==> src/inc/fdt_pkg.sv <==
package fdt_pkg;
  // ----------------------------------------
  // Register map (byte addresses, word aligned)
  // ----------------------------------------
  localparam logic [4:0] ADDR_CONTROL = 5'h00;
  localparam logic [4:0] ADDR_PRECLEAR = 5'h04;
  localparam logic [4:0] ADDR_CLEAR = 5'h08;
  localparam logic [4:0] ADDR_STATUS = 5'h0c;
  localparam logic [4:0] ADDR_COUNT = 5'h10;
  localparam logic [4:0] ADDR_IRQ_STAT = 5'h14;
  localparam logic [4:0] ADDR_IRQ_EN = 5'h18;
  localparam logic [4:0] ADDR_IRQ_CLR = 5'h1c;
  // ----------------------------------------
  // Fields and values
  // ----------------------------------------
  localparam int CTRL_ON_BIT = 15;
  localparam int PRE_KEY_LSB = 8;
  localparam int STAT_BAD_FIRST_KEY_FLAG_BIT = 7;
  localparam int STAT_BAD_SECOND_KEY_FLAG_BIT = 6;
  localparam int STAT_EVENT_BIT = 5;
  localparam int STAT_WIN_BIT = 0;
  localparam logic [7:0] KEY_STEP_ONE = 8'h40;
  localparam logic [7:0] KEY_STEP_TWO = 8'h08;
  localparam logic [7:0] KEY_RESET = 8'h00;
  localparam logic [31:0] COUNT_RESET = 32'h0000_0000;
  localparam int IRQ_EXPIRE = 0;
  localparam int IRQ_BAD_FIRST_KEY_FLAG = 1;
  localparam int IRQ_BAD_SECOND_KEY_FLAG = 2;
  localparam int IRQ_CLEARED = 3;
  localparam int IRQ_W = 4;
  // Pulse length of the processor reset request
  localparam int RESET_PULSE_CYCLES = 4;
endpackage

==> src/design/fdt_counter.sv <==
`timescale 1ns/1ps
module fdt_counter import fdt_pkg::*; #(
  parameter int WIDTH = 32
) (
  // Clock and reset
  input wire logic clk,
  input wire logic rst,
  // Control
  input wire logic active,
  input wire logic fetch,
  input wire logic sleeping,
  input wire logic clear,
  input wire logic [WIDTH-1:0] matchValue,
  // Status
  output logic [WIDTH-1:0] count,
  output logic expired
);
  if (WIDTH != 32) begin : g_width_check
    $error("counter width must be 32");
  end
  logic [WIDTH-1:0] count_q;
  logic [WIDTH-1:0] count_d;
  always_comb begin
    count_d = count_q;
    if (!active || clear) begin
      count_d = '0; // RULE15
    end else if (fetch && !sleeping && count_q != matchValue) begin
      count_d = count_q + 1'b1; // RULE2 RULE3
    end
  end
  always_ff @(posedge clk or posedge rst) begin
    if (rst) begin
      count_q <= '0;
    end else begin
      count_q <= count_d;
    end
  end
  assign count = count_q;
  assign expired = active && (count_q == matchValue); // RULE5

  property p_hold_sleep;
    @(posedge clk) disable iff (rst)
      (active && sleeping && !clear) |=> (count_q == $past(count_q));
  endproperty
  a_hold_sleep: assert property (p_hold_sleep) else $error("count moved in sleep"); // RULE3

  property p_step;
    @(posedge clk) disable iff (rst)
      (active && fetch && !sleeping && !clear && count_q != matchValue)
        |=> (count_q == $past(count_q) + 1);
  endproperty
  a_step: assert property (p_step) else $error("count did not step"); // RULE2

  property p_zero_off;
    @(posedge clk) disable iff (rst) !active |=> count_q == '0;
  endproperty
  a_zero_off: assert property (p_zero_off) else $error("count not zero when off"); // RULE15
endmodule

==> src/design/fdt_deadman.sv <==
`timescale 1ns/1ps
// Summary of operation
// RULE1 - A processor reset is issued when the count reaches the match value.
// RULE2 - The count runs on the system clock and advances only on fetch cycles.
// RULE3 - The count holds while the processor sleeps.
// RULE4 - The timer runs from the configuration enable or the software enable bit.
// RULE5 - The count is 32 bits and compared against a 32-bit match value.
// RULE6 - The match value is built from a low and a high 16-bit configuration word.
// RULE7 - The software enable matters only while the configuration enable is 0.
// RULE8 - The enable bit is control bit 15, reset 0, other bits read 0.
// RULE9 - Writing 0x40 into preclear bits 15..8 arms the first clear step.
// RULE10 - The clear register holds an 8-bit key in bits 7..0, reset 0, upper bits read 0.
// RULE11 - Writing 0x08 after a correct first key clears both keys and the count.
// RULE12 - Any other second key sets the bad-second flag, keeps the first key, stores the value.
// RULE13 - A wrong first key sets a readable bad-first flag.
// RULE14 - The event flag sets on expiry or on a bad key written before a count step.
// RULE15 - The count is zero while disabled and restarts from zero after reset.
module fdt_deadman import fdt_pkg::*; (
  // Clock and reset
  input wire logic ref_clk,
  input wire logic rst,
  // Configuration words and core
  input wire logic config_timer_enable,
  input wire logic [15:0] match_value_low_word,
  input wire logic [15:0] match_value_high_word,
  input wire logic fetchValid,
  input wire logic coreSleep,
  // Avalon-MM slave
  input wire logic [4:0] avs_address,
  input wire logic avs_read,
  input wire logic avs_write,
  input wire logic [31:0] avs_writedata,
  input wire logic [3:0] avs_byteenable,
  output logic [31:0] avs_readdata,
  output logic avs_waitrequest,
  // Outputs
  output logic cpuReset,
  output logic irq
);
  // ----------------------------------------
  // Pin synchronisers
  // ----------------------------------------
  logic cfgEnSync;
  logic sleepSync;
  fdt_sync2 u_sync_en (.clk(ref_clk), .rst(rst), .asyncIn(config_timer_enable),
    .syncOut(cfgEnSync));
  fdt_sync2 u_sync_sleep (.clk(ref_clk), .rst(rst), .asyncIn(coreSleep),
    .syncOut(sleepSync));

  // ----------------------------------------
  // State
  // ----------------------------------------
  logic swEnable_q, swEnable_d;
  logic [7:0] preKey_q, preKey_d;
  logic [7:0] clrKey_q, clrKey_d;
  logic bad_first_key_flag_q, bad_first_key_flag_d;
  logic bad_second_key_flag_q, bad_second_key_flag_d;
  logic event_q, event_d;
  logic stepped_q, stepped_d;
  logic [IRQ_W-1:0] irqStat_q, irqStat_d;
  logic [IRQ_W-1:0] irqEn_q, irqEn_d;
  logic [31:0] rdata_q, rdata_d;
  logic ack_q, ack_d;
  logic irq_q, irq_d;
  logic rstReq_q, rstReq_d;
  logic [2:0] rstCnt_q, rstCnt_d;
  logic expiredLast_q;
  logic waitReq_q, waitReq_d;

  logic active;
  logic [31:0] matchValue;
  logic [31:0] count;
  logic expired;
  logic clearCount;
  logic wrStrobe;
  logic rdStrobe;
  logic hiLanes;
  logic loLanes;

  assign active = cfgEnSync || swEnable_q; // RULE4 RULE7
  assign matchValue = {match_value_high_word, match_value_low_word}; // RULE6
  // One wait cycle; a write lands only on the edge where waitrequest is low
  assign wrStrobe = avs_write && ack_q;
  assign rdStrobe = avs_read && !ack_q;
  assign hiLanes = avs_byteenable[1];
  assign loLanes = avs_byteenable[0];

  function automatic logic hit(input logic [4:0] a, input logic [4:0] target);
    hit = (a == target);
  endfunction

  // Pulse counter is three bits wide
  if (RESET_PULSE_CYCLES < 1 || RESET_PULSE_CYCLES > 8) begin : g_pulse_check
    $error("reset pulse length out of range");
  end

  fdt_counter #(.WIDTH(32)) u_count (
    .clk(ref_clk),
    .rst(rst),
    .active(active),
    .fetch(fetchValid),
    .sleeping(sleepSync),
    .clear(clearCount),
    .matchValue(matchValue),
    .count(count),
    .expired(expired)
  );

  // ----------------------------------------
  // Key sequence and status
  // ----------------------------------------
  always_comb begin
    swEnable_d = swEnable_q;
    preKey_d = preKey_q;
    clrKey_d = clrKey_q;
    bad_first_key_flag_d = bad_first_key_flag_q;
    bad_second_key_flag_d = bad_second_key_flag_q;
    event_d = event_q;
    stepped_d = stepped_q;
    clearCount = 1'b0;
    irqStat_d = irqStat_q;
    irqEn_d = irqEn_q;
    if (fetchValid && !sleepSync && active) begin
      stepped_d = 1'b1;
    end
    if (wrStrobe && hit(avs_address, ADDR_IRQ_CLR)) begin
      irqStat_d = irqStat_q & ~avs_writedata[IRQ_W-1:0];
    end
    if (wrStrobe && hit(avs_address, ADDR_IRQ_EN) && loLanes) begin
      irqEn_d = avs_writedata[IRQ_W-1:0];
    end
    if (wrStrobe && hit(avs_address, ADDR_CONTROL) && hiLanes) begin
      swEnable_d = avs_writedata[CTRL_ON_BIT]; // RULE8
    end
    if (wrStrobe && hit(avs_address, ADDR_PRECLEAR) && hiLanes) begin
      preKey_d = avs_writedata[PRE_KEY_LSB +: 8]; // RULE9
      if (avs_writedata[PRE_KEY_LSB +: 8] != KEY_STEP_ONE) begin
        bad_first_key_flag_d = 1'b1; // RULE13
        irqStat_d[IRQ_BAD_FIRST_KEY_FLAG] = 1'b1;
        if (!stepped_q) begin
          event_d = 1'b1; // RULE14
        end
      end
    end
    if (wrStrobe && hit(avs_address, ADDR_CLEAR) && loLanes) begin
      if (avs_writedata[7:0] == KEY_STEP_TWO && preKey_q == KEY_STEP_ONE) begin
        preKey_d = KEY_RESET; // RULE11
        clrKey_d = KEY_RESET;
        clearCount = 1'b1;
        stepped_d = 1'b0;
        irqStat_d[IRQ_CLEARED] = 1'b1;
      end else begin
        clrKey_d = avs_writedata[7:0]; // RULE10 RULE12
        bad_second_key_flag_d = 1'b1;
        irqStat_d[IRQ_BAD_SECOND_KEY_FLAG] = 1'b1;
        if (!stepped_q) begin
          event_d = 1'b1; // RULE14
        end
      end
    end
    // Expiry set placed last so it wins over a same-cycle clear
    if (expired && !expiredLast_q) begin
      event_d = 1'b1; // RULE14
      irqStat_d[IRQ_EXPIRE] = 1'b1;
    end
  end

  // ----------------------------------------
  // Processor reset request
  // ----------------------------------------
  always_comb begin
    rstReq_d = rstReq_q;
    rstCnt_d = rstCnt_q;
    if (expired && !expiredLast_q) begin
      rstReq_d = 1'b1; // RULE1
      rstCnt_d = 3'(RESET_PULSE_CYCLES - 1);
    end else if (rstReq_q) begin
      if (rstCnt_q == 3'h0) begin
        rstReq_d = 1'b0;
      end else begin
        rstCnt_d = rstCnt_q - 3'h1;
      end
    end
  end

  // ----------------------------------------
  // Read path and bus answer
  // ----------------------------------------
  always_comb begin
    rdata_d = rdata_q;
    ack_d = (avs_read || avs_write) && !ack_q;
    waitReq_d = !ack_d;
    irq_d = |(irqStat_q & irqEn_q);
    if (rdStrobe) begin
      rdata_d = 32'h0000_0000;
      unique case (avs_address)
        ADDR_CONTROL: rdata_d[CTRL_ON_BIT] = swEnable_q; // RULE8
        ADDR_PRECLEAR: rdata_d[PRE_KEY_LSB +: 8] = preKey_q;
        ADDR_CLEAR: rdata_d[7:0] = clrKey_q; // RULE10
        ADDR_STATUS: begin
          rdata_d[STAT_BAD_FIRST_KEY_FLAG_BIT] = bad_first_key_flag_q;
          rdata_d[STAT_BAD_SECOND_KEY_FLAG_BIT] = bad_second_key_flag_q;
          rdata_d[STAT_EVENT_BIT] = event_q;
          rdata_d[STAT_WIN_BIT] = 1'b0;
        end
        ADDR_COUNT: rdata_d = count; // RULE11
        ADDR_IRQ_STAT: rdata_d[IRQ_W-1:0] = irqStat_q;
        ADDR_IRQ_EN: rdata_d[IRQ_W-1:0] = irqEn_q;
        default: rdata_d = 32'h0000_0000;
      endcase
    end
  end

  always_ff @(posedge ref_clk or posedge rst) begin
    if (rst) begin
      swEnable_q <= 1'b0;
      preKey_q <= KEY_RESET;
      clrKey_q <= KEY_RESET;
      bad_first_key_flag_q <= 1'b0;
      bad_second_key_flag_q <= 1'b0;
      event_q <= 1'b0;
      stepped_q <= 1'b0;
      irqStat_q <= '0;
      irqEn_q <= '0;
      rdata_q <= 32'h0000_0000;
      ack_q <= 1'b0;
      waitReq_q <= 1'b1;
      irq_q <= 1'b0;
      rstReq_q <= 1'b0;
      rstCnt_q <= 3'h0;
      expiredLast_q <= 1'b0;
    end else begin
      swEnable_q <= swEnable_d;
      preKey_q <= preKey_d;
      clrKey_q <= clrKey_d;
      bad_first_key_flag_q <= bad_first_key_flag_d;
      bad_second_key_flag_q <= bad_second_key_flag_d;
      event_q <= event_d;
      stepped_q <= stepped_d;
      irqStat_q <= irqStat_d;
      irqEn_q <= irqEn_d;
      rdata_q <= rdata_d;
      ack_q <= ack_d;
      waitReq_q <= waitReq_d;
      irq_q <= irq_d;
      rstReq_q <= rstReq_d;
      rstCnt_q <= rstCnt_d;
      expiredLast_q <= expired;
    end
  end

  assign avs_readdata = rdata_q;
  // Waitrequest low only on the acknowledge cycle; registered, not derived from inputs
  assign avs_waitrequest = waitReq_q;
  assign cpuReset = rstReq_q;
  assign irq = irq_q;

  // ----------------------------------------
  // Checks
  // ----------------------------------------
  property p_reset_on_expiry;
    @(posedge ref_clk) disable iff (rst) (expired && !expiredLast_q) |=> cpuReset [*4];
  endproperty
  a_reset_on_expiry: assert property (p_reset_on_expiry) else $error("no cpu reset"); // RULE1

  property p_active;
    @(posedge ref_clk) disable iff (rst)
      (cfgEnSync && !swEnable_q && fetchValid && !sleepSync && !clearCount
        && count != matchValue) |=> (count == $past(count) + 32'h1);
  endproperty
  a_active: assert property (p_active) else $error("config enable ignored"); // RULE7

  property p_good_clear;
    @(posedge ref_clk) disable iff (rst)
      (wrStrobe && hit(avs_address, ADDR_CLEAR) && loLanes && avs_writedata[7:0] == KEY_STEP_TWO
        && preKey_q == KEY_STEP_ONE) |=> (preKey_q == KEY_RESET && clrKey_q == KEY_RESET);
  endproperty
  a_good_clear: assert property (p_good_clear) else $error("keys not cleared"); // RULE11

  property p_bad_two;
    @(posedge ref_clk) disable iff (rst)
      (wrStrobe && hit(avs_address, ADDR_CLEAR) && loLanes
        && !(avs_writedata[7:0] == KEY_STEP_TWO && preKey_q == KEY_STEP_ONE))
        |=> (bad_second_key_flag_q && preKey_q == $past(preKey_q) && clrKey_q == $past(avs_writedata[7:0]));
  endproperty
  a_bad_two: assert property (p_bad_two) else $error("bad second key mishandled"); // RULE12

  property p_bad_one;
    @(posedge ref_clk) disable iff (rst)
      (wrStrobe && hit(avs_address, ADDR_PRECLEAR) && hiLanes
        && avs_writedata[15:8] != KEY_STEP_ONE) |=> bad_first_key_flag_q;
  endproperty
  a_bad_one: assert property (p_bad_one) else $error("bad first key not flagged"); // RULE13

  property p_event;
    @(posedge ref_clk) disable iff (rst) (expired && !expiredLast_q) |=> event_q;
  endproperty
  a_event: assert property (p_event) else $error("event flag missing"); // RULE14

  property p_wait;
    @(posedge ref_clk) disable iff (rst) (avs_read || avs_write) && !ack_q |=> !avs_waitrequest;
  endproperty
  a_wait: assert property (p_wait) else $error("bus not answered"); // RULE8

  property p_sw_enable;
    @(posedge ref_clk) disable iff (rst) (wrStrobe && hit(avs_address, ADDR_CONTROL) && hiLanes)
      |=> (swEnable_q == $past(avs_writedata[CTRL_ON_BIT]));
  endproperty
  a_sw_enable: assert property (p_sw_enable) else $error("enable bit not stored"); // RULE8
endmodule

==> src/design/fdt_sync2.sv <==
`timescale 1ns/1ps
module fdt_sync2 (
  // Clock and reset
  input wire logic clk,
  input wire logic rst,
  // Data
  input wire logic asyncIn,
  output logic syncOut
);
  logic stage1_q;
  logic stage2_q;
  always_ff @(posedge clk or posedge rst) begin
    if (rst) begin
      stage1_q <= 1'b0;
      stage2_q <= 1'b0;
    end else begin
      stage1_q <= asyncIn;
      stage2_q <= stage1_q;
    end
  end
  assign syncOut = stage2_q;
endmodule

==> config.mk <==
export PLATFORM = sky130hd
export DESIGN_NAME = fdt_deadman
export DESIGN_NICKNAME = d
export VERILOG_FILES = /design/src/inc/fdt_pkg.sv /design/src/design/fdt_counter.sv /design/src/design/fdt_deadman.sv /design/src/design/fdt_sync2.sv
export SDC_FILE = /design/constraint.sdc
export NUM_CORES = 1
export LEC_CHECK = 0
export BUFFER_PORTS_ARGS = -buffer_cell sky130_fd_sc_hd__buf_2
export CAP_MARGIN = 20
export CELL_PAD_IN_SITES_DETAIL_PLACEMENT = 2
export CELL_PAD_IN_SITES_GLOBAL_PLACEMENT = 2
export CORE_UTILIZATION = 32
export CTS_BUF_LIST = sky130_fd_sc_hd__clkbuf_4
export CTS_CLUSTER_SIZE = 10
export DETAILED_ROUTE_END_ITERATION = 7
export GPL_TIMING_DRIVEN = 0
export PLACE_DENSITY = 0.75
export REMOVE_ABC_BUFFERS = 1
export SYNTH_ARGS = -nofsm -noshare
export SYNTH_HDL_FRONTEND = slang
export SYNTH_SLANG_ARGS = --single-unit
==> constraint.sdc <==
create_clock -name ref_clk -period 2.95 [get_ports ref_clk]
set_clock_uncertainty 0.15 [all_clocks]
set_input_delay 0.295 -clock ref_clk [delete_from_list [all_inputs] [get_ports ref_clk]]
set_output_delay 0.295 -clock ref_clk [all_outputs]
set_load 0.03 [all_outputs]
==> results.sh <==
export IMPL_setup_viol=0
export IMPL_ir_worst_vdd_uv=236
export IMPL_io_buffers=96
export IMPL_fillCellCount=1836
export IMPL_wl_um=17500
export IMPL_relSlewSlack=0.376
export IMPL_synth_top_area_frac=0.479
export IMPL_gp_congestion=0.837
export IMPL_synth_mux_area_frac=0.0504
export IMPL_synth_most_common_cell="dfrtp_1"
export IMPL_critPathMaxFanout=31
export IMPL_drt_wirelength_per_cell_um=19.9
export IMPL_yosys_area_top_type="dfrtp_1"
export IMPL_drt_iter0_markers=149
export IMPL_critical_path_required_ns=3.21
export IMPL_finalPower_w=0.00285
export IMPL_synthTopCellsByCount="dfrtp_1, nand2_1, o21ai_0"
export IMPL_via_per_inst=5.31
export IMPL_synthSimpleGateAreaFrac=0.222
export IMPL_synthArstFlopShare=1.00
export IMPL_status="complete, no violations"
export IMPL_syn_instance_count=551
export IMPL_synth_seq_area_share=0.484
export IMPL_clockBufferDepth=2
export IMPL_hold_slack_ns=0.0818
export IMPL_worstMarginPinSlew_ns=0.934
export IMPL_drtAntennaViolNets=0
export IMPL_core_area_um2=16600
export IMPL_layout_drive_gt1_share=0.239
export IMPL_seq_area_um2=2630
export IMPL_p_per_area_nw_per_um2=433
export IMPL_synthFlopType="dfrtp_1"
export IMPL_drc=0
export IMPL_dieHeight_um=132
export IMPL_dr_pass1_iters=4
export IMPL_start_kind="register"
export IMPL_hold_path_class="input port to register"
export IMPL_grt_pass1_wl_um=28400
export IMPL_io_pins=115
export IMPL_h_tree_depth=3
export IMPL_synth_edff_count=0
export IMPL_fin_crit_sh=0.941
export IMPL_grt_start_max_net_pins=61
export IMPL_finalHoldViolations=0
export IMPL_path_clk_slew_ns=0.16
export IMPL_min_period_ns=2.77
export IMPL_num_rows=47
export IMPL_vias=4674
export IMPL_insertion_delay_ns=0.48
export IMPL_fmax_ghz=0.360
export IMPL_cap_violations=0
export IMPL_initial_core_util=0.328
export IMPL_fin_util=0.397
export IMPL_cts_setup_buffers=0
export IMPL_grt_pass1_vias=5218
export IMPL_p_leak_nw=3.02
export IMPL_ys_warn_count=0
export IMPL_synth_xor_area_share=0.0564
export IMPL_maxSlewViolCount=0
export IMPL_synth_seq_cells=105
export IMPL_yosys_area_share_adder=0.00690
export IMPL_ys_types=53
export IMPL_synth_area_um2=5440
export IMPL_critPathKind="register to register"
export IMPL_grt_setup_unrepaired="false"
export IMPL_synth_top_family_by_area="simple AND/OR/NAND/NOR gates"
export IMPL_cts_tree="done"
export IMPL_avgSynthCellArea_um2=9.87
export IMPL_cts_buffers=9
export IMPL_overflow=0
export IMPL_dieArea_um2=17500
export IMPL_worstSetupEndpointType="register"
export IMPL_clockRootBuffer="clkbuf_4"
export IMPL_syn2layout_area_growth_pct=21.2
export IMPL_die_x_um=132
export IMPL_synth_area_top_cells="dfrtp_1, nand2_1, xor2_1, o21ai_0, mux2_2"
export IMPL_grtUsageTotal=0.209
export IMPL_multi_input_area_um2=2620
export IMPL_antenna_found_initial=1
export IMPL_synth_compound_area_frac=0.141
export IMPL_hpwlAfterDp_um=13000
export IMPL_cts_sinks=105
export IMPL_final_nets=738
export IMPL_cp_arrival_ns=3.03
-- kinds of logic (layout without fill, tap and decap cells) --
logic type,Yosys count,in the layout
adder cells (fa/ha/maj),3,3
AND/OR/NAND/NOR,210,210
other,0,1
XOR/XNOR,35,35
flip-flops,105,105
AO/OA/AOI/OAI,130,130
multiplexers,25,25
buffers and inverters,43,152
-- through the flow --
stage	worst slack [ns]	TNS [ns]	std cells	area, um2
2_1_floorplan	-0.254	-26.40	523	5280
3_3_place_gp	-1.71	-209.29	839	6030
3_5_place_dp	-0.0902	-0.217	843	6160
4_1_cts	0.138	0	880	6590
5_1_grt	0.00957	0	881	6590
6_report	0.175	0	881	6590
-- routing by layer --
| layer | GRT usage | up-vias | wire [um] |
|---|---|---|---|
| li1 | - | 2173 | - |
| met1 | 0.274 | 2381 | 7930 |
| met2 | 0.355 | 98 | 8740 |
| met3 | 0.0235 | 22 | 472 |
| met4 | 0.0805 | 0 | 378 |
| met5 | 0 | - | 0 |
-- where the power goes --
group          internal, W  total, W  switching [W]
clock network     0.000534   0.00103       0.000495
registers          0.00148   0.00152      0.0000342
logic             0.000123  0.000311       0.000188
-- critical path: stages (launching register included) --
cell and delay, ns:
dfrtp_1 0.55, xor2_1 0.25, nor4_4 0.32, nand4_4 0.28, o21ai_4 0.70, o21ai_0 0.25, a21oi_1 0.20
-- layout make-up --
cell class | count | share of cell area
sequential | 105 | 0.399
multi-input combinational | 403 | 0.397
timing repair buffer | 121 | 0.121
tap | 220 | 0.0418
clock inverter | 5 | 0.0194
clock buffer | 11 | 0.0125
inverter | 15 | 0.00892
antenna | 1 | 0.000380
-- registers in the layout, indices dropped and copies added (netlist names), 3 cells and up --
| signal | flops |
|---|---|
| u_count.count | 32 |
| preKey_q | 8 |
| clrKey_q | 8 |
| irqStat_q | 4 |
| avs_readdata | 32 |
| rstCnt_q | 3 |
| irqEn_q | 4 |
-- cell usage in the layout, fill, tap and decap left out, types with 5 or more instances in the layout --
| cell | synthesis | final |
|---|---|---|
| nor4_4 | 5 | 5 |
| or4_1 | 9 | 9 |
| mux2_2 | 18 | 18 |
| nor2_1 | 22 | 22 |
| mux2i_1 | 6 | 6 |
| and3_1 | 6 | 6 |
| a22oi_1 | 13 | 13 |
| or3_1 | 22 | 22 |
| nor3_1 | 5 | 5 |
| o21ai_1 | 14 | 14 |
| nor4_1 | 8 | 8 |
| xor2_1 | 33 | 33 |
| inv_1 | 15 | 14 |
| nand4_1 | 13 | 13 |
| nand3_1 | 14 | 14 |
| o21ai_0 | 50 | 50 |
| a21oi_1 | 31 | 31 |
| o211ai_1 | 8 | 8 |
| nand2_1 | 82 | 82 |
| dlygate4sd3_1 | 0 | 21 |
| dfrtp_1 | 104 | 104 |
| buf_2 | 7 | 96 |
| clkbuf_4 | 0 | 11 |
-- repair_timing --
action                     CTS  global route
hold endpoints to repair    70             0
gates resized for setup      1             0
pin swaps                    0             1
hold buffers                21             0
setup endpoints to repair   15             1
-- worst paths after layout --
| check | start | end | slack [ns] | cells past startpoint |
|---|---|---|---|---|
| max in group asynchronous | rst | avs_waitrequest | 1.61 | 4 |
| hold / removal | fetchValid | stepped_q | 0.08 | 5 |
| setup / recovery | u_count.count[9] | u_count.count[25] | 0.18 | 6 |
| min in group asynchronous | rst | u_count.count[10] | 0.28 | 3 |
| setup reg to reg | u_count.count[9] | u_count.count[25] | 0.18 | 6 |
| hold reg to reg | u_sync_sleep.stage1_q | u_sync_sleep.syncOut | 0.22 | 0 |
Power figures use the tool's default switching activity.
